`src/shared/ubal_consts.svh`:
```
// Named constants for the baud, loopback and address-watch serial block.
// Assumes inclusion by bare name from every design file that needs them.
`ifndef UBAL_CONSTS_SVH
`define UBAL_CONSTS_SVH
`define UBAL_OFF_CTRL    8'h00
`define UBAL_OFF_RXCS    8'h04
`define UBAL_OFF_TXBUF   8'h08
`define UBAL_OFF_RXBUF   8'h0c
`define UBAL_OFF_BAUD    8'h10
`define UBAL_OFF_PSR     8'h14
`define UBAL_OFF_MODE    8'h18
`define UBAL_CTRL_CL_LO  0
`define UBAL_CTRL_CL_HI  1
`define UBAL_CTRL_TX9    2
`define UBAL_CTRL_STOP2  3
`define UBAL_CTRL_STOP78 4
`define UBAL_CTRL_TX_BUFFER_EMPTY_FLAG   5
`define UBAL_CTRL_XMTG   6
`define UBAL_RXCS_ADDRESS_WATCH_ENABLE   0
`define UBAL_RXCS_RX9    1
`define UBAL_RXCS_FERR   2
`define UBAL_RXCS_OERR   3
`define UBAL_RXCS_RX_BUFFER_FULL_FLAG   4
`define UBAL_MODE_SYNC   0
`define UBAL_MODE_ERI    1
`define UBAL_RST_BYTE    8'h00
`define UBAL_OS_ASYNC    4'hf
`define UBAL_OS_SYNC     4'h1
`define UBAL_OS_STOP78   4'hd
`define UBAL_CLK_NS      10
`define UBAL_TC_NS       10
`define UBAL_WAKE_TC     256
`define UBAL_WAKE_CYC    ((`UBAL_WAKE_TC * `UBAL_TC_NS) / `UBAL_CLK_NS)
`endif

```
`src/shared/ubal_pkg.sv`:
```
// Types shared by the serial block and its baud generator helper.
// Assumes nothing beyond a SystemVerilog compiler.
package ubal_pkg;
	// Baud generator settings: prescaler select and eleven-bit divisor.
	typedef struct packed {
		logic [4:0]  psel;
		logic [10:0] divisor;
	} ubal_baud_t;

	// Transmitter states.
	typedef enum logic [1:0] {
		UBAL_TX_IDLE  = 2'b01,
		UBAL_TX_SHIFT = 2'b10
	} ubal_tx_state_t;

	// Receiver states.
	typedef enum logic [3:0] {
		UBAL_RX_IDLE  = 4'b0001,
		UBAL_RX_START = 4'b0010,
		UBAL_RX_DATA  = 4'b0100,
		UBAL_RX_STOP  = 4'b1000
	} ubal_rx_state_t;
endpackage : ubal_pkg

```
`src/ubal_baud_gen.sv`:
```
// Two-stage baud generator: half-step prescaler, then divisor counter.
// Assumes settings are changed only while the prescaler select is zero.
`timescale 1ns/1ps
`include "ubal_consts.svh"
module ubal_baud_gen (
	input  wire logic               clk,
	input  wire logic               rst_n,
	input  wire ubal_pkg::ubal_baud_t cfg,
	output logic                    os_tick
);
	logic [5:0]  acc_reg;
	logic [5:0]  acc_sum;
	logic [5:0]  period;
	logic        pre_tick_reg;
	logic [10:0] div_reg;

	////////////////////////////////////////////////////////////////////////
	// Prescaler counts half cycles so even codes alternate short and long.
	assign acc_sum = acc_reg + 6'h02;
	assign period  = {1'b0, cfg.psel} + 6'h01;
	always_ff @(posedge clk or negedge rst_n) begin
		if (!rst_n) begin
			acc_reg      <= 6'h00;
			pre_tick_reg <= 1'b0;
		end else if (cfg.psel == 5'h00) begin
			acc_reg      <= 6'h00;
			pre_tick_reg <= 1'b0;
		end else if (acc_sum >= period) begin
			acc_reg      <= acc_sum - period;
			pre_tick_reg <= 1'b1;
		end else begin
			acc_reg      <= acc_sum;
			pre_tick_reg <= 1'b0;
		end
	end

	////////////////////////////////////////////////////////////////////////
	// Divisor counter reloads the programmed value, so it divides by N+1.
	always_ff @(posedge clk or negedge rst_n) begin
		if (!rst_n) begin
			div_reg <= 11'h000;
			os_tick <= 1'b0;
		end else if (cfg.psel == 5'h00) begin
			div_reg <= 11'h000;
			os_tick <= 1'b0;
		end else if (pre_tick_reg && div_reg == 11'h000) begin
			div_reg <= cfg.divisor;
			os_tick <= 1'b1;
		end else begin
			div_reg <= pre_tick_reg ? div_reg - 11'h001 : div_reg;
			os_tick <= 1'b0;
		end
	end

	property p_stopped;
		@(posedge clk) disable iff (!rst_n)
		cfg.psel == 5'h00 |=> !os_tick;
	endproperty
	a_stopped: assert property (p_stopped)
		else $error("baud tick while prescaler stopped");

	property p_unity;
		@(posedge clk) disable iff (!rst_n)
		cfg.psel == 5'h00 ##1 (cfg.psel == 5'h01 && cfg.divisor == 11'h000)[*3]
		|-> os_tick;
	endproperty
	a_unity: assert property (p_unity)
		else $error("unity divide gives no tick");

	property p_div3;
		@(posedge clk) disable iff (!rst_n)
		(cfg.psel == 5'h01 && cfg.divisor == 11'h002) ##1
		(cfg.psel == 5'h01 && cfg.divisor == 11'h002 && os_tick) ##1
		(cfg.psel == 5'h01 && cfg.divisor == 11'h002)[*3]
		|-> os_tick && !$past(os_tick) && !$past(os_tick, 2);
	endproperty
	a_div3: assert property (p_div3)
		else $error("divisor two does not divide by three");
endmodule : ubal_baud_gen

```
`src/ubal_wake.sv`:
```
// Low-power wake on a receive start bit, and the crystal start-up hold.
// Assumes the receive pin is synchronous to the clock.
`timescale 1ns/1ps
`include "ubal_consts.svh"
module ubal_wake (
	input  wire logic clk,
	input  wire logic rst_n,
	input  wire logic lp_enter,
	input  wire logic rx_pin,
	input  wire logic wake_en3,
	input  wire logic wake_edge3,
	input  wire logic xtal_halt,
	output logic      wakeup,
	output logic      exec_hold
);
	logic       lp_reg;
	logic       rx_prev_reg;
	logic       wake_hit;
	logic [8:0] hold_cnt_reg;
	logic [9:0] hold_len_reg;

	////////////////////////////////////////////////////////////////////////
	// A falling edge while asleep and enabled is the start bit that wakes.
	assign wake_hit = lp_reg && wake_en3 && wake_edge3 &&
		rx_prev_reg && !rx_pin;
	always_ff @(posedge clk or negedge rst_n) begin
		if (!rst_n) begin
			lp_reg      <= 1'b0;
			rx_prev_reg <= 1'b1;
			wakeup      <= 1'b0;
		end else begin
			lp_reg      <= lp_enter | (lp_reg & ~wake_hit);
			rx_prev_reg <= rx_pin;
			wakeup      <= wake_hit;
		end
	end

	// Execution is held while the crystal settles after a halt wake.
	always_ff @(posedge clk or negedge rst_n) begin
		if (!rst_n) begin
			exec_hold    <= 1'b0;
			hold_cnt_reg <= 9'h000;
		end else if (wake_hit && xtal_halt) begin
			exec_hold    <= 1'b1;
			hold_cnt_reg <= 9'(`UBAL_WAKE_CYC - 1);
		end else if (exec_hold) begin
			exec_hold    <= hold_cnt_reg != 9'h000;
			hold_cnt_reg <= hold_cnt_reg - 9'h001;
		end
	end

	// Helper for the hold-length check only.
	always_ff @(posedge clk or negedge rst_n) begin
		if (!rst_n) hold_len_reg <= 10'h000;
		else hold_len_reg <= exec_hold ? hold_len_reg + 10'h001 : 10'h000;
	end

	property p_hold_len;
		@(posedge clk) disable iff (!rst_n)
		$fell(exec_hold) |-> hold_len_reg == 10'h100;
	endproperty
	a_hold_len: assert property (p_hold_len)
		else $error("start-up hold not 256 cycles");

	property p_wake;
		@(posedge clk) disable iff (!rst_n)
		lp_reg && wake_en3 && wake_edge3 && $fell(rx_pin) |-> ##1 wakeup;
	endproperty
	a_wake: assert property (p_wake)
		else $error("start bit did not wake");
endmodule : ubal_wake

```
`src/ubal_top.sv`:
```
// Serial block top: APB registers, transmitter, receiver, loopback,
// address watch and low-power reinitialisation.
// Assumes an APB master, pins synchronous to MCLK, one clock domain.
`timescale 1ns/1ps
`include "ubal_consts.svh"
module ubal_top (
	input  wire logic        MCLK,
	input  wire logic        RESET_N,
	input  wire logic        PSEL,
	input  wire logic        PENABLE,
	input  wire logic        PWRITE,
	input  wire logic [7:0]  PADDR,
	input  wire logic [31:0] PWDATA,
	output logic      [31:0] PRDATA,
	output logic             PREADY,
	output logic             PSLVERR,
	input  wire logic        SERIAL_RX_PIN,
	output logic             SERIAL_TX_PIN,
	input  wire logic        LP_ENTER,
	input  wire logic        XTAL_HALT,
	input  wire logic        WAKE_EN3,
	input  wire logic        WAKE_EDGE3,
	output logic             WAKEUP,
	output logic             EXEC_HOLD,
	output logic             RX_IRQ
);
	// Control and status state.
	logic [1:0]  cl_reg;
	logic        tx9_reg;
	logic        stop2_reg;
	logic        stop78_reg;
	logic        tx_buffer_empty_flag_reg;
	logic        address_watch_enable_reg;
	logic        rx9_reg;
	logic        ferr_reg;
	logic        oerr_reg;
	logic        rx_buffer_full_flag_reg;
	logic        sync_reg;
	logic        eri_reg;
	logic [7:0]  txbuf_reg;
	logic [7:0]  rxbuf_reg;
	logic [7:0]  baud_lo_reg;
	logic [7:0]  psr_reg;
	logic [31:0] rd_word;
	// Bus strobes.
	logic        acc_wr;
	logic        acc_rd;
	logic        wr_ctrl;
	logic        wr_rxcs;
	logic        wr_txbuf;
	logic        rd_rxbuf;
	// Datapath.
	logic                   os_tick;
	logic                   loop;
	logic [3:0]             nbits;
	logic [3:0]             os_lim;
	logic [3:0]             tx_lim;
	ubal_pkg::ubal_baud_t   baud_cfg;
	ubal_pkg::ubal_tx_state_t tx_state_reg;
	logic [11:0]            tx_shift_reg;
	logic [3:0]             tx_left_reg;
	logic [3:0]             tx_phase_reg;
	logic                   tx_load;
	logic [8:0]             tx_field;
	ubal_pkg::ubal_rx_state_t rx_state_reg;
	logic [3:0]             rx_phase_reg;
	logic [3:0]             rx_cnt_reg;
	logic [8:0]             rx_shift_reg;
	logic                   rx_in;
	logic                   rx_done;
	logic                   rx_accept;
	logic [7:0]             rx_data;
	logic                   rx_nin;

	////////////////////////////////////////////////////////////////////////
	// Data bits per character; both length bits set means nine.
	function automatic logic [3:0] char_bits(input logic [1:0] cl);
		case (cl)
			2'b01:   char_bits = 4'h7;
			2'b00:   char_bits = 4'h8;
			default: char_bits = 4'h9;
		endcase
	endfunction : char_bits

	// True for every offset that answers without error.
	function automatic logic is_mapped(input logic [7:0] a);
		is_mapped = (a == `UBAL_OFF_CTRL) || (a == `UBAL_OFF_RXCS) ||
			(a == `UBAL_OFF_TXBUF) || (a == `UBAL_OFF_RXBUF) ||
			(a == `UBAL_OFF_BAUD) || (a == `UBAL_OFF_PSR) ||
			(a == `UBAL_OFF_MODE);
	endfunction : is_mapped

	////////////////////////////////////////////////////////////////////////
	// APB slave with no wait states; unmapped offsets answer with an error.
	assign PREADY   = 1'b1;
	assign acc_wr   = PSEL && PENABLE && PWRITE;
	assign acc_rd   = PSEL && PENABLE && !PWRITE;
	assign PSLVERR  = PSEL && PENABLE && !is_mapped(PADDR);
	assign wr_ctrl  = acc_wr && PADDR == `UBAL_OFF_CTRL;
	assign wr_rxcs  = acc_wr && PADDR == `UBAL_OFF_RXCS;
	assign wr_txbuf = acc_wr && PADDR == `UBAL_OFF_TXBUF;
	assign rd_rxbuf = acc_rd && PADDR == `UBAL_OFF_RXBUF;

	// Read multiplexer; unused upper bits read as zero.
	always_comb begin
		rd_word = 32'h0000_0000;
		case (PADDR)
			`UBAL_OFF_CTRL: begin
				rd_word[`UBAL_CTRL_CL_HI:`UBAL_CTRL_CL_LO] = cl_reg;
				rd_word[`UBAL_CTRL_TX9]    = tx9_reg;
				rd_word[`UBAL_CTRL_STOP2]  = stop2_reg;
				rd_word[`UBAL_CTRL_STOP78] = stop78_reg;
				rd_word[`UBAL_CTRL_TX_BUFFER_EMPTY_FLAG]   = tx_buffer_empty_flag_reg;
				rd_word[`UBAL_CTRL_XMTG]   =
					tx_state_reg == ubal_pkg::UBAL_TX_SHIFT;
			end
			`UBAL_OFF_RXCS: begin
				rd_word[`UBAL_RXCS_ADDRESS_WATCH_ENABLE] = address_watch_enable_reg;
				rd_word[`UBAL_RXCS_RX9]  = rx9_reg;
				rd_word[`UBAL_RXCS_FERR] = ferr_reg;
				rd_word[`UBAL_RXCS_OERR] = oerr_reg;
				rd_word[`UBAL_RXCS_RX_BUFFER_FULL_FLAG] = rx_buffer_full_flag_reg;
			end
			`UBAL_OFF_TXBUF: rd_word[7:0] = txbuf_reg;
			`UBAL_OFF_RXBUF: rd_word[7:0] = rxbuf_reg;
			`UBAL_OFF_BAUD:  rd_word[7:0] = baud_lo_reg;
			`UBAL_OFF_PSR:   rd_word[7:0] = psr_reg;
			`UBAL_OFF_MODE: begin
				rd_word[`UBAL_MODE_SYNC] = sync_reg;
				rd_word[`UBAL_MODE_ERI]  = eri_reg;
			end
			default: rd_word = 32'h0000_0000;
		endcase
	end

	// Read data is captured in the setup cycle so it comes from a flop.
	always_ff @(posedge MCLK or negedge RESET_N) begin
		if (!RESET_N) PRDATA <= 32'h0000_0000;
		else if (PSEL && !PENABLE) PRDATA <= rd_word;
	end

	////////////////////////////////////////////////////////////////////////
	// Plain read/write configuration; low-power entry leaves these alone.
	always_ff @(posedge MCLK or negedge RESET_N) begin
		if (!RESET_N) begin
			cl_reg      <= 2'b00;
			tx9_reg     <= 1'b0;
			stop2_reg   <= 1'b0;
			stop78_reg  <= 1'b0;
			baud_lo_reg <= `UBAL_RST_BYTE;
			psr_reg     <= `UBAL_RST_BYTE;
			sync_reg    <= 1'b0;
			eri_reg     <= 1'b0;
			txbuf_reg   <= `UBAL_RST_BYTE;
		end else begin
			if (wr_ctrl) begin
				cl_reg     <= PWDATA[`UBAL_CTRL_CL_HI:`UBAL_CTRL_CL_LO];
				tx9_reg    <= PWDATA[`UBAL_CTRL_TX9];
				stop2_reg  <= PWDATA[`UBAL_CTRL_STOP2];
				stop78_reg <= PWDATA[`UBAL_CTRL_STOP78];
			end
			if (acc_wr && PADDR == `UBAL_OFF_BAUD)
				baud_lo_reg <= PWDATA[7:0];
			if (acc_wr && PADDR == `UBAL_OFF_PSR)
				psr_reg <= PWDATA[7:0];
			if (acc_wr && PADDR == `UBAL_OFF_MODE) begin
				sync_reg <= PWDATA[`UBAL_MODE_SYNC];
				eri_reg  <= PWDATA[`UBAL_MODE_ERI];
			end
			if (wr_txbuf)
				txbuf_reg <= PWDATA[7:0];
		end
	end

	// The divisor's top three bits sit in the low bits of the select byte.
	assign baud_cfg = '{psel: psr_reg[7:3],
		divisor: {psr_reg[2:0], baud_lo_reg}};

	ubal_baud_gen u_baud (
		.clk     (MCLK),
		.rst_n   (RESET_N),
		.cfg     (baud_cfg),
		.os_tick (os_tick)
	);

	// Sixteen oversample ticks per bit asynchronous, two synchronous.
	assign os_lim = sync_reg ? `UBAL_OS_SYNC : `UBAL_OS_ASYNC;
	assign nbits  = char_bits(cl_reg);
	assign loop   = cl_reg == 2'b11;

	////////////////////////////////////////////////////////////////////////
	// Transmitter. A buffer write stalls the load one cycle so the new
	// byte is never marked empty before it has been loaded.
	assign tx_load = tx_state_reg == ubal_pkg::UBAL_TX_IDLE &&
		!tx_buffer_empty_flag_reg && !wr_txbuf;
	always_comb begin
		case (nbits)
			4'h9:    tx_field = {tx9_reg, txbuf_reg};
			4'h8:    tx_field = {1'b1, txbuf_reg};
			default: tx_field = {2'b11, txbuf_reg[6:0]};
		endcase
	end
	// The last stop bit may be shortened to fourteen of sixteen ticks.
	assign tx_lim = (stop78_reg && !sync_reg && tx_left_reg == 4'h1) ?
		`UBAL_OS_STOP78 : os_lim;

	always_ff @(posedge MCLK or negedge RESET_N) begin
		if (!RESET_N) begin
			tx_state_reg <= ubal_pkg::UBAL_TX_IDLE;
			tx_shift_reg <= 12'hfff;
			tx_left_reg  <= 4'h0;
			tx_phase_reg <= 4'h0;
		end else if (LP_ENTER) begin
			tx_state_reg <= ubal_pkg::UBAL_TX_IDLE;
			tx_shift_reg <= 12'hfff;
			tx_left_reg  <= 4'h0;
			tx_phase_reg <= 4'h0;
		end else begin
			unique case (tx_state_reg)
				ubal_pkg::UBAL_TX_IDLE: begin
					if (tx_load) begin
						tx_shift_reg <= {2'b11, tx_field, 1'b0};
						tx_left_reg  <= nbits + (stop2_reg ? 4'h3 : 4'h2);
						tx_phase_reg <= 4'h0;
						tx_state_reg <= ubal_pkg::UBAL_TX_SHIFT;
					end
				end
				ubal_pkg::UBAL_TX_SHIFT: begin
					if (os_tick && tx_phase_reg == tx_lim) begin
						tx_phase_reg <= 4'h0;
						tx_shift_reg <= {1'b1, tx_shift_reg[11:1]};
						tx_left_reg  <= tx_left_reg - 4'h1;
						if (tx_left_reg == 4'h1)
							tx_state_reg <= ubal_pkg::UBAL_TX_IDLE;
					end else if (os_tick) begin
						tx_phase_reg <= tx_phase_reg + 4'h1;
					end
				end
			endcase
		end
	end
	assign SERIAL_TX_PIN = tx_shift_reg[0];

	// Buffer-empty flag: set on load and on low-power entry.
	always_ff @(posedge MCLK or negedge RESET_N) begin
		if (!RESET_N) tx_buffer_empty_flag_reg <= 1'b1;
		else if (LP_ENTER) tx_buffer_empty_flag_reg <= 1'b1;
		else if (wr_txbuf) tx_buffer_empty_flag_reg <= 1'b0;
		else if (tx_load) tx_buffer_empty_flag_reg <= 1'b1;
	end

	////////////////////////////////////////////////////////////////////////
	// Receiver. In loopback the shifter output feeds it directly.
	assign rx_in = loop ? tx_shift_reg[0] : SERIAL_RX_PIN;
	always_ff @(posedge MCLK or negedge RESET_N) begin
		if (!RESET_N) begin
			rx_state_reg <= ubal_pkg::UBAL_RX_IDLE;
			rx_phase_reg <= 4'h0;
			rx_cnt_reg   <= 4'h0;
			rx_shift_reg <= 9'h000;
		end else if (LP_ENTER) begin
			rx_state_reg <= ubal_pkg::UBAL_RX_IDLE;
			rx_phase_reg <= 4'h0;
		end else begin
			unique case (rx_state_reg)
				ubal_pkg::UBAL_RX_IDLE: begin
					rx_phase_reg <= 4'h0;
					if (!rx_in) rx_state_reg <= ubal_pkg::UBAL_RX_START;
				end
				ubal_pkg::UBAL_RX_START: begin
					// Recheck at half a bit to reject glitches.
					if (os_tick && rx_phase_reg == (os_lim >> 1)) begin
						rx_phase_reg <= 4'h0;
						rx_cnt_reg   <= 4'h0;
						rx_state_reg <= rx_in ? ubal_pkg::UBAL_RX_IDLE :
							ubal_pkg::UBAL_RX_DATA;
					end else if (os_tick) begin
						rx_phase_reg <= rx_phase_reg + 4'h1;
					end
				end
				ubal_pkg::UBAL_RX_DATA: begin
					if (os_tick && rx_phase_reg == os_lim) begin
						rx_phase_reg <= 4'h0;
						rx_shift_reg <= {rx_in, rx_shift_reg[8:1]};
						rx_cnt_reg   <= rx_cnt_reg + 4'h1;
						if (rx_cnt_reg == nbits - 4'h1)
							rx_state_reg <= ubal_pkg::UBAL_RX_STOP;
					end else if (os_tick) begin
						rx_phase_reg <= rx_phase_reg + 4'h1;
					end
				end
				ubal_pkg::UBAL_RX_STOP: begin
					// Only one stop bit is checked whatever is programmed.
					if (os_tick && rx_phase_reg == os_lim)
						rx_state_reg <= ubal_pkg::UBAL_RX_IDLE;
					else if (os_tick)
						rx_phase_reg <= rx_phase_reg + 4'h1;
				end
			endcase
		end
	end

	// Align the shifted character and pick out its ninth bit.
	assign rx_done = rx_state_reg == ubal_pkg::UBAL_RX_STOP && os_tick &&
		rx_phase_reg == os_lim && !LP_ENTER;
	always_comb begin
		case (nbits)
			4'h9: begin
				rx_data = rx_shift_reg[7:0];
				rx_nin  = rx_shift_reg[8];
			end
			4'h8: begin
				rx_data = rx_shift_reg[8:1];
				rx_nin  = 1'b0;
			end
			default: begin
				rx_data = {1'b0, rx_shift_reg[8:2]};
				rx_nin  = 1'b0;
			end
		endcase
	end
	// Under address watch only characters with the ninth bit set pass.
	assign rx_accept = rx_done && !(address_watch_enable_reg && !rx_nin);

	// Holding buffer is kept across low-power entry.
	always_ff @(posedge MCLK or negedge RESET_N) begin
		if (!RESET_N) rxbuf_reg <= `UBAL_RST_BYTE;
		else if (rx_accept) rxbuf_reg <= rx_data;
	end

	// Read-only receive flags. A hardware set beats a software clear.
	always_ff @(posedge MCLK or negedge RESET_N) begin
		if (!RESET_N) begin
			rx_buffer_full_flag_reg <= 1'b0;
			rx9_reg  <= 1'b0;
			ferr_reg <= 1'b0;
			oerr_reg <= 1'b0;
		end else if (LP_ENTER) begin
			rx_buffer_full_flag_reg <= 1'b0;
			rx9_reg  <= 1'b0;
			ferr_reg <= 1'b0;
			oerr_reg <= 1'b0;
		end else begin
			if (rx_accept) rx_buffer_full_flag_reg <= 1'b1;
			else if (rd_rxbuf) rx_buffer_full_flag_reg <= 1'b0;
			if (rx_accept) rx9_reg <= rx_nin;
			if (rx_accept && !rx_in) ferr_reg <= 1'b1;
			else if (wr_rxcs) ferr_reg <= 1'b0;
			if (rx_accept && rx_buffer_full_flag_reg && !rd_rxbuf) oerr_reg <= 1'b1;
			else if (wr_rxcs) oerr_reg <= 1'b0;
		end
	end

	// Address watch: software sets it, an accepted address clears it.
	always_ff @(posedge MCLK or negedge RESET_N) begin
		if (!RESET_N) address_watch_enable_reg <= 1'b0;
		else if (rx_accept && address_watch_enable_reg) address_watch_enable_reg <= 1'b0;
		else if (wr_rxcs) address_watch_enable_reg <= PWDATA[`UBAL_RXCS_ADDRESS_WATCH_ENABLE];
	end

	assign RX_IRQ = rx_buffer_full_flag_reg && eri_reg;

	////////////////////////////////////////////////////////////////////////
	// Wake on start bit and crystal settling hold.
	ubal_wake u_wake (
		.clk        (MCLK),
		.rst_n      (RESET_N),
		.lp_enter   (LP_ENTER),
		.rx_pin     (SERIAL_RX_PIN),
		.wake_en3   (WAKE_EN3),
		.wake_edge3 (WAKE_EDGE3),
		.xtal_halt  (XTAL_HALT),
		.wakeup     (WAKEUP),
		.exec_hold  (EXEC_HOLD)
	);

	////////////////////////////////////////////////////////////////////////
	property p_lp_init;
		@(posedge MCLK) disable iff (!RESET_N)
		LP_ENTER |=> tx_buffer_empty_flag_reg && !rx_buffer_full_flag_reg && !ferr_reg && !oerr_reg &&
			tx_shift_reg == 12'hfff && tx_state_reg == ubal_pkg::UBAL_TX_IDLE;
	endproperty
	a_lp_init: assert property (p_lp_init)
		else $error("low-power entry did not reinitialise");

	property p_lp_keep;
		@(posedge MCLK) disable iff (!RESET_N)
		LP_ENTER && !wr_txbuf |=> txbuf_reg == $past(txbuf_reg) &&
			rxbuf_reg == $past(rxbuf_reg) &&
			rx_shift_reg == $past(rx_shift_reg);
	endproperty
	a_lp_keep: assert property (p_lp_keep)
		else $error("low-power entry disturbed a buffer");

	property p_loop;
		@(posedge MCLK) disable iff (!RESET_N)
		cl_reg == 2'b11 |-> rx_in == tx_shift_reg[0] && nbits == 4'h9;
	endproperty
	a_loop: assert property (p_loop)
		else $error("loopback path not connected");

	property p_drop_data;
		@(posedge MCLK) disable iff (!RESET_N)
		rx_done && address_watch_enable_reg && !rx_nin && !LP_ENTER |=>
			address_watch_enable_reg && rxbuf_reg == $past(rxbuf_reg) &&
			rx_buffer_full_flag_reg == ($past(rx_buffer_full_flag_reg) && !$past(rd_rxbuf));
	endproperty
	a_drop_data: assert property (p_drop_data)
		else $error("data character accepted under address watch");

	property p_addr_take;
		@(posedge MCLK) disable iff (!RESET_N)
		rx_done && address_watch_enable_reg && rx_nin && !LP_ENTER |=>
			rx_buffer_full_flag_reg && !address_watch_enable_reg && rx9_reg;
	endproperty
	a_addr_take: assert property (p_addr_take)
		else $error("address character not taken");

	property p_err_clear;
		@(posedge MCLK) disable iff (!RESET_N)
		wr_rxcs && !rx_accept |=> !ferr_reg && !oerr_reg;
	endproperty
	a_err_clear: assert property (p_err_clear)
		else $error("status write left an error flag");

	property p_rd_clear;
		@(posedge MCLK) disable iff (!RESET_N)
		rd_rxbuf && !rx_accept |=> !rx_buffer_full_flag_reg ##1 rx_buffer_full_flag_reg == $past(rx_accept);
	endproperty
	a_rd_clear: assert property (p_rd_clear)
		else $error("buffer read did not clear full flag");
endmodule : ubal_top

```
`config.mk`:
```
export PLATFORM = sky130hd
export DESIGN_NAME = ubal_top
export DESIGN_NICKNAME = d
export VERILOG_FILES = /design/src/shared/ubal_pkg.sv /design/src/ubal_baud_gen.sv /design/src/ubal_wake.sv /design/src/ubal_top.sv
export VERILOG_INCLUDE_DIRS = /design/src /design/src/shared
export SDC_FILE = /design/constraint.sdc
export NUM_CORES = 1
export LEC_CHECK = 0
export BUFFER_PORTS_ARGS = -buffer_cell sky130_fd_sc_hd__buf_2
export CAP_MARGIN = 20
export CORE_MARGIN = 2
export CORE_UTILIZATION = 40
export DETAILED_ROUTE_END_ITERATION = 10
export PLACE_DENSITY_LB_ADDON = 0.05
export SLEW_MARGIN = 15
export SYNTH_ARGS = -nofsm -noshare
export SYNTH_HDL_FRONTEND = slang
export SYNTH_SLANG_ARGS = --single-unit
```
`constraint.sdc`:
```
create_clock -name MCLK -period 2.93 [get_ports MCLK]
set_clock_uncertainty 0.05 [all_clocks]
set_input_delay 0 -clock MCLK [delete_from_list [all_inputs] [get_ports MCLK]]
set_output_delay 0 -clock MCLK [all_outputs]
set_load 0.1 [all_outputs]
```
==> impl_metrics.py, run 1 <==
metrics = {
    "sta": {
        "slew_viol_final": 0,
        "relSlewSlack": 0.496,
        "finalHoldViolCount": 0,
        "rsz0062_at_grt": "no",
        "setup_viol": 0,
        "tightest_slew_ns": 0.746,
        "finalCriticalPeriod_ns": 2.47,
        "period_share": 0.843,
        "max_freq_ghz": 0.405,
        "setup-tns-final_ns": 0,
    },
    "die": {
        "die_y_um": 139,
        "core_sq_um": 18000,
        "die_area_sq_um": 19400,
        "placementRows": 49,
        "start_util": 0.408,
        "dieWidth_um": 139,
        "io_pins": 88,
    },
    "grt": {
        "grt_antenna_before_repair": 0,
        "grt_first_pass_wirelength_mm": 29.8,
        "grt_overflow": 0,
        "grt_pass1_vias": 5654,
        "grt_max_degree": 127,
        "grt.total_usage": 0.192,
    },
    "routing": {
        "vias": 5661,
        "first_pass_iters": 5,
        "top_layer": "met4",
        "wl_per_cell_um": 17.2,
        "viasPerCell": 5.49,
        "routed_wl_mm": 17.8,
        "drc": 0,
        "met2WireLength_mm": 8.07,
        "drt_iter0_markers": 302,
        "wl_met1_mm": 8.88,
        "wl_met3_um": 620,
        "ant_nets": 0,
    },
    "synthesis": {
        "synth-seq-cells": 126,
        "yosys_warnings": 0,
        "ys.flop_type": "dfrtp_1",
        "synthArstFlopShare": 1.00,
        "ys_types": 74,
        "synth_edf_count": 0,
        "synthCells": 731,
        "netlist_area_sq_um": 7340,
        "seq_area_frac_synth": 0.432,
        "syn_avg_cell_area_sq_um": 10.0,
    },
    "power": {
        "leakage_nw": 3.76,
        "ir_drop_uv": 392,
        "powerDensity_nw_per_um2": 559,
    },
    "status": {
        "status": "finished, final reports clean",
    },
    "place": {
        "dpl.hpwl_mm": 12.6,
        "port_buffers": 38,
        "gp_congestion": 0.833,
    },
    "cts": {
        "cts_tree": "done",
        "clkLatencyLatePin_ns": 0.42,
        "clock_path_buffers": 2,
        "cts_buffers": 17,
        "clockRootBuffer": "clkbuf_16",
        "path_clk_slew_ns": 0.06,
        "cts.sinks": 126,
        "postCtsSetupRepairBufs": 0,
        "h-tree-depth": 4,
    },
    "setup_path": {
        "cp.required_ns": 3.21,
        "cp_cell_sequence": "ha_1, xnor2_1, ha_1, nor2b_1, o31a_1, o31ai_1, buf_4, a21boi_0, a211oi_1",
        "critical-path-top-delay-family": "compound AO/OA/AOI/OAI gates",
        "path_buf_inv": 1,
        "max_stage_delay_ns": 0.46,
        "path_class": "reg2reg",
        "endpoint_kind": "register",
        "crit_arrival_ns": 2.75,
        "critPathLaunchType": "register",
        "crit_slowest_cell": "dfrtp_1",
        "cp_max_fo": 6,
        "cpMostUsedCell": "ha_1",
    },
    "min_path": {
        "min_path_type": "in2reg",
    },
    "cells_and_area": {
        "multi_input_area_sq_um": 3770,
        "postLayoutCoreUtil": 0.470,
        "drive_gt1_frac": 0.213,
        "area_growth_pct": 15.0,
        "final.fill_count": 1681,
        "regArea_sq_um": 3170,
        "largest_reg_flops": 11,
        "final_nets": 862,
    },
    "run": {
        "drv_cap": 0,
    },
}
[per-layer routing]
| layer | global-route usage | vias to the layer above |
|---|---|---|
| li1 | - | 2719 |
| met3 | 0.0406 | 20 |
| met2 | 0.295 | 109 |
| met5 | 0 | - |
| met4 | 0.0500 | 0 |
| met1 | 0.275 | 2813 |
[repair_timing]
action,CTS,global route
hold buffers,17,0
resized for setup,0,0
hold endpoints to repair,160,0
[stage by stage]
stage	power [mW]	setup WS (ns)	hold slack, ns	area, sq um	cells
floorplan	2.53	0.526	-0.346	7420	754
global placement	2.68	0.535	0.114	7700	982
detailed placement	2.70	0.495	0.122	7700	982
CTS	4.77	0.482	0.00294	8440	1031
global route	4.94	0.252	0.0673	8440	1031
finish	4.72	0.460	0.0241	8440	1032
[cells by family (layout without fill, tap and decap cells)]
group,Yosys count,count (layout),synth area share
AND/OR/NAND/NOR,234,234,0.169
AO/OA/AOI/OAI,161,161,0.152
other,2,26,0.00102
buffers and inverters,92,140,0.0653
multiplexers,71,71,0.113
XOR/XNOR,22,22,0.0263
adder cells (fa/ha/maj),23,23,0.0403
flip-flops,126,126,0.432
[worst paths after layout]
check | to | slack (ns) | cells past startpoint | from
min reg2reg | PRDATA[1] | 0.43 | 2 | PRDATA[1]
max in group asynchronous | tx_phase_reg[3] | 2.10 | 3 | RESET_N
min | oerr_reg | 0.02 | 5 | PWRITE
min in group asynchronous | u_baud.div_reg[3] | 0.17 | 3 | RESET_N
max reg2reg | u_baud.acc_reg[0] | 0.46 | 9 | psr_reg[4]
max | u_baud.acc_reg[0] | 0.46 | 9 | psr_reg[4]
[layout make-up]
type	count	share of cell area
antenna	1	0.000297
clock buffer	17	0.0504
clock inverter	15	0.0162
inverter	34	0.0151
multi-input combinational	536	0.447
sequential	126	0.376
tap	229	0.0340
timing repair buffer	74	0.0614
[worst reg2reg max path, cell delays in order (launching register included)]
cell and delay, ns:
dfrtp_1 0.46, ha_1 0.25, xnor2_1 0.14, ha_1 0.34, nor2b_1 0.17, o31a_1 0.27, o31ai_1 0.24, buf_4 0.19
a21boi_0 0.08, a211oi_1 0.21
[synthesized netlist by cell type (7+ instances only)]
cell / instances / area share
nand2b_1: 8 / 0.0068
nand2_1: 79 / 0.040
nor2b_1: 9 / 0.0077
nor2_1: 40 / 0.020
and2_1: 10 / 0.0085
dfstp_2: 14 / 0.050
mux2_1: 7 / 0.011
inv_1: 34 / 0.017
mux2i_1: 10 / 0.014
nor3_1: 11 / 0.0075
nand3_1: 25 / 0.017
o21ai_0: 46 / 0.031
a22oi_1: 10 / 0.010
dfrtp_1: 112 / 0.38
a22o_1: 10 / 0.012
xnor2_1: 11 / 0.013
buf_4: 26 / 0.027
o211ai_1: 13 / 0.013
ha_1: 22 / 0.038
clkbuf_1: 21 / 0.011
xor2_1: 11 / 0.013
mux2_2: 50 / 0.077
nor4b_1: 8 / 0.0096
a21oi_1: 21 / 0.014
[report_power, final]
group          leakage [nW]  switching (mW)  internal [mW]
clock network         0.267           0.859           1.18
logic                  1.85           0.483          0.246
registers              1.64          0.0923           1.86
[cell usage in the layout, fill, tap and decap left out, types with 21 or more instances in the layout]
cell type  instances
dfrtp_1          112
nand2_1           79
mux2_2            50
o21ai_0           46
nor2_1            40
buf_2             37
inv_1             34
nand3_1           25
conb_1            25
ha_1              22
a21oi_1           21
Power figures use the tool's default switching activity.
==> run 2: changes to the inputs <==
- ABC_AREA: not set -> 1
- clock period: 2.93 -> 2 ns (I/O delays scaled with it)
==> impl_metrics.py, run 2 <==
metrics = {
    "power": {
        "powerDensity_nw_per_um2": 870,
        "pwr-share-clk": 0.370,
        "combPwrFrac": 0.219,
        "ir_drop_uv": 659,
        "power_mw": 7.56,
        "p_sw_mw": 2.54,
        "swShare": 0.336,
        "p_int_mw": 5.02,
        "leakage_nw": 4.24,
        "seqPwrFrac": 0.411,
    },
    "sta": {
        "tightest_slew_ns": 0.502,
        "rsz0062_at_grt": "yes",
        "finalCriticalPeriod_ns": 2.00,
        "setup-tns-final_ns": 0,
        "setup_viol": 0,
        "max_freq_ghz": 0.500,
        "relSlewSlack": 0.664,
        "period_share": 0.999,
        "finalHoldViolCount": 0,
        "worst_slack_ns": 0.00119,
        "slew_viol_final": 0,
        "whs_ns": 0.0102,
    },
    "synthesis": {
        "synthTopCellsByCount": "nand2_1, inv_1, dfrtp_1",
        "ys.flop_type": "dfrtp_1",
        "ys_types": 43,
        "netlist_area_sq_um": 7240,
        "synth_edf_count": 0,
        "synth_top_area_cell": "dfrtp_1",
        "syn_avg_cell_area_sq_um": 7.72,
        "yosys_warnings": 0,
        "synth_top_area_share": 0.387,
        "synthArstFlopShare": 1.00,
        "synthCells": 938,
        "synthTopCellsByArea": "dfrtp_1, nand2_1, o21ai_0",
        "synth-seq-cells": 126,
        "seq_area_frac_synth": 0.438,
        "yosysMostFrequentCell": "nand2_1",
    },
    "cells_and_area": {
        "layout_commonest_cell": "nand2_1",
        "largest_reg_flops": 11,
        "design_area_sq_um": 8690,
        "drive_gt1_frac": 0.187,
        "final_cell_mix": "nand2_1, dfrtp_1, inv_1",
        "area_growth_pct": 20.1,
        "final_nets": 1104,
        "diodes": 0,
    },
    "setup_path": {
        "cp_cell_sequence": "ha_2, nand3_2, xor2_1, ha_1, nand2_1, o21a_1, nand3_4, inv_2, nand2_1, nand3_1, inv_1",
        "cpMostUsedCell": "nand2_1",
        "path_buf_inv": 2,
        "cp.required_ns": 2.26,
        "endpoint_kind": "register",
        "cp_max_fo": 5,
        "critical-path-top-delay-family": "adder cells",
        "crit_slowest_cell": "dfrtp_1",
        "r2r-start": "psr_reg[4]",
        "max_stage_delay_ns": 0.39,
        "critPathLaunchType": "register",
        "path_class": "reg2reg",
        "r2r_slack_ns": 0.001,
        "r2r-end": "u_baud.acc_reg[5]",
        "rr_worst_depth": 11,
        "crit_arrival_ns": 2.26,
    },
    "place": {
        "place_ws_ns": -0.124,
        "dpl.hpwl_mm": 13.8,
        "gp_congestion": 0.860,
        "port_buffers": 38,
        "place_area_sq_um": 7860,
    },
    "run": {
        "drv_cap": 0,
    },
    "routing": {
        "viasPerCell": 4.87,
        "drc": 0,
        "first_pass_iters": 5,
        "routed_wl_mm": 18.7,
        "ant_nets": 0,
        "wl_per_cell_um": 14.7,
        "vias": 6189,
        "drt_iter0_markers": 371,
    },
    "die": {
        "die_y_um": 139,
        "start_util": 0.406,
        "core_sq_um": 17800,
        "dieWidth_um": 139,
        "placementRows": 49,
        "io_pins": 88,
        "die_area_sq_um": 19200,
    },
    "grt": {
        "grt_max_degree": 51,
        "grt_pass1_vias": 5966,
        "grt_antenna_before_repair": 0,
        "grt_first_pass_wirelength_mm": 30.9,
        "grt.total_usage": 0.203,
        "grt_overflow": 0,
    },
    "min_path": {
        "holdPathStages": 6,
        "min_path_type": "in2reg",
        "whs_endpoint": "PRDATA[0]",
        "hold_start": "PSEL",
    },
    "cts": {
        "clockRootBuffer": "clkbuf_16",
        "cts_buffers": 17,
        "h-tree-depth": 4,
        "path_clk_slew_ns": 0.06,
        "cts_tree": "done",
        "clkLatencyLatePin_ns": 0.43,
        "cts.sinks": 126,
        "clock_path_buffers": 2,
    },
    "status": {
        "status": "finished, final reports clean",
    },
}
[run 2: cell types whose count changed after synthesis, moves of 12 or more]
cell	before	now
o22ai_1	3	19
nand2_1	79	236
mux2_2	50	0
nand3_1	25	73
o21ai_0	46	87
o21ai_2	2	14
nor2_1	40	80
clkbuf_1	21	5
inv_1	34	114
[run 2: area by class of cell]
cell class                      instances  area, sq um
Sequential cell                       126         3170
Multi-Input combinational cell        676         3580
Clock buffer                           20          457
Timing Repair Buffer                   92          684
Clock inverter                         11         70.1
Inverter                              118          443
Fill cell                            1774         9150
Tap cell                              229          287
[run 2: worst max path at each step]
stage                                 start                end  slack [ns]  cells after the start
after detailed placement  u_baud.acc_reg[1]  u_baud.acc_reg[1]       -0.12                     11
after global placement    u_baud.acc_reg[1]  u_baud.acc_reg[5]        -0.1                     12
after floorplan           u_baud.acc_reg[1]  u_baud.acc_reg[5]        0.02                     12
final                            psr_reg[4]  u_baud.acc_reg[5]       0.001                     11
after CTS                 u_baud.acc_reg[2]  u_baud.acc_reg[0]       0.001                     11
after global routing             psr_reg[4]  u_baud.acc_reg[0]       -0.13                     10
[run 2: per-layer routing]
metal,share of wire,track usage
met1,0.50,0.290
met2,0.46,0.318
met3,0.029,0.0381
met4,0.011,0.0521
met5,0,0
[run 2: power by group through the flow]
stage | combinational (mW) | sequential [mW] | clock (mW)
detailed placement | 1.62 | 3.15 | 0
CTS | 1.67 | 3.11 | 2.85
floorplan | 1.17 | 3.27 | 0
global placement | 1.61 | 3.15 | 0
finish | 1.66 | 3.11 | 2.80
global route | 1.85 | 3.15 | 2.97
[run 2: timing repair]
action	4_1_cts	5_1_grt
resized for setup	19	19
pin swaps	8	7
hold endpoints to repair	165	0
setup buffers	0	2
endpoints found under the setup margin	11	25
hold buffers	17	0
[run 2: cell families (layout without fill, tap and decap cells)]
kind of cell | count (synthesis) | in the layout | synth area share
simple gates | 433 | 433 | 0.260
compound gates | 177 | 177 | 0.138
buf+inv | 159 | 241 | 0.101
flops | 126 | 126 | 0.438
fa+ha+maj | 23 | 23 | 0.0408
xor+xnor | 18 | 18 | 0.0218
other cells | 2 | 25 | 0.00104
[run 2: per-stage QoR]
step           utilization  cells
6_report             0.487   1272
5_1_grt              0.487   1272
3_5_place_dp         0.440   1222
2_1_floorplan            -    961
3_3_place_gp         0.440   1222
4_1_cts              0.484   1270
[run 2: worst min-delay path, delay by kind of cell]
family        cells  cell delay (ns)
simple gates      3             0.15
buf+inv           3             0.30
==> run 3: changes to the inputs <==
- CTS_BUF_LIST: not set -> sky130_fd_sc_hd__clkbuf_4 sky130_fd_sc_hd__clkbuf_8 sky130_fd_sc_hd__clkbuf_16
==> impl_metrics.py, run 3 (synthesized netlist as in run 2, its figures left out) <==
metrics = {
    "setup_path": {
        "r2r-start": "psr_reg[4]",
        "rr_worst_depth": 11,
        "r2r-end": "u_baud.acc_reg[5]",
        "r2r_slack_ns": 0.005,
        "path_class": "reg2reg",
        "endpoint_kind": "register",
        "critPathLaunchType": "register",
        "crit_arrival_ns": 2.26,
        "cp_max_fo": 5,
        "cp.required_ns": 2.26,
    },
    "cells_and_area": {
        "fin_cells": 1272,
        "largest_reg_flops": 11,
        "diodes": 0,
        "drive_gt1_frac": 0.188,
        "final_cell_mix": "nand2_1, dfrtp_1, inv_1",
        "area_growth_pct": 20.1,
        "layout_commonest_cell": "nand2_1",
        "final_nets": 1104,
    },
    "power": {
        "powerDensity_nw_per_um2": 871,
        "leakage_nw": 4.25,
        "ir_drop_uv": 655,
    },
    "sta": {
        "period_share": 0.997,
        "slew_viol_final": 0,
        "relSlewSlack": 0.665,
        "whs_ns": 0.0115,
        "finalHoldViolCount": 0,
        "finalCriticalPeriod_ns": 1.99,
        "setup_viol": 0,
        "rsz0062_at_grt": "yes",
        "tightest_slew_ns": 0.501,
        "max_freq_ghz": 0.501,
    },
    "place": {
        "gp_congestion": 0.860,
        "dp_cells": 1222,
        "dpl.hpwl_mm": 13.8,
        "port_buffers": 38,
    },
    "grt": {
        "grt.total_usage": 0.203,
        "grt_overflow": 0,
        "grt_pass1_vias": 5965,
        "grt_antenna_before_repair": 0,
        "grt_first_pass_wirelength_mm": 30.9,
        "grt_max_degree": 51,
    },
    "cts": {
        "clock_path_buffers": 2,
        "h-tree-depth": 4,
        "path_clk_slew_ns": 0.06,
        "cts_buffers": 17,
        "cts_tree": "done",
        "clockRootBuffer": "clkbuf_16",
        "clkLatencyLatePin_ns": 0.43,
        "cts.sinks": 126,
    },
    "routing": {
        "top_layer": "met4",
        "met2WireLength_mm": 8.65,
        "vias": 6206,
        "ant_nets": 0,
        "first_pass_iters": 5,
        "routed_wl_mm": 18.7,
        "viasPerCell": 4.88,
        "wl_met3_um": 534,
        "wl_met1_mm": 9.30,
        "drt_iter0_markers": 374,
        "drc": 0,
        "wl_per_cell_um": 14.7,
    },
    "die": {
        "io_pins": 88,
        "start_util": 0.406,
        "die_area_sq_um": 19200,
        "placementRows": 49,
        "dieWidth_um": 139,
        "die_y_um": 139,
        "core_sq_um": 17800,
    },
    "min_path": {
        "holdPathStages": 6,
        "hold_start": "PSEL",
        "min_path_type": "in2reg",
        "whs_endpoint": "PRDATA[0]",
    },
    "status": {
        "status": "finished, final reports clean",
    },
    "run": {
        "drv_cap": 0,
    },
}
==> run 3: cell counts in the layout (fill, tap and decap cells not counted) <==
No cell type changed its count.
==> run 3: area by class of cell <==
class | instances | area (sq um)
Inverter | 118 | 443
Multi-Input combinational cell | 676 | 3580
Timing Repair Buffer | 92 | 684
Sequential cell | 126 | 3170
Fill cell | 1774 | 9150
Clock inverter | 11 | 70.1
Clock buffer | 20 | 460
Tap cell | 229 | 287
==> run 3: how the worst max path moves through the flow <==
stage	slack, ns	end	start	cells past startpoint
finish	0.005	u_baud.acc_reg[5]	psr_reg[4]	11
global route	-0.13	u_baud.acc_reg[0]	psr_reg[4]	10
detailed placement	-0.12	u_baud.acc_reg[1]	u_baud.acc_reg[1]	11
global placement	-0.1	u_baud.acc_reg[5]	u_baud.acc_reg[1]	12
CTS	0.001	u_baud.acc_reg[0]	u_baud.acc_reg[2]	11
floorplan	0.02	u_baud.acc_reg[5]	u_baud.acc_reg[1]	12
==> run 3: power breakdown <==
part           switching, mW  internal [mW]
Sequential             0.201           2.91
Combinational           1.17          0.490
Clock                   1.17           1.64
==> run 3: metrics by stage <==
step | TNS, ns | util | setup slack [ns] | area [sq um] | power (mW)
finish | 0 | 0.487 | 0.00518 | 8690 | 7.58
global route | -0.699 | 0.487 | -0.130 | 8690 | 7.98
CTS | 0 | 0.484 | 0.00103 | 8640 | 7.64
detailed placement | -0.666 | 0.440 | -0.124 | 7860 | 4.77
global placement | -0.483 | 0.440 | -0.0956 | 7860 | 4.76
floorplan | 0 | - | 0.0190 | 7360 | 4.43
==> run 3: what timing repair did <==
| action | 4_1_cts | 5_1_grt |
|---|---|---|
| pin swaps | 8 | 7 |
| hold endpoints to repair | 165 | 0 |
| setup buffers | 0 | 2 |
| resized for setup | 19 | 19 |
| hold buffers | 17 | 0 |
| setup endpoints to repair | 11 | 25 |
==> run 3: layer usage <==
layer | GRT usage | up-vias
li1 | - | 3200
met1 | 0.290 | 2887
met2 | 0.318 | 100
met3 | 0.0381 | 19
met4 | 0.0521 | 0
met5 | 0 | -
==> run 3: critical path, stage by stage (launching register included) <==
cell,delay (ns)
dfrtp_1,0.39
ha_2,0.22
nand3_2,0.09
xor2_1,0.15
ha_1,0.32
nand2_1,0.11
o21a_1,0.18
nand3_4,0.14
inv_2,0.08
nand2_1,0.05
nand3_1,0.07
inv_1,0.04
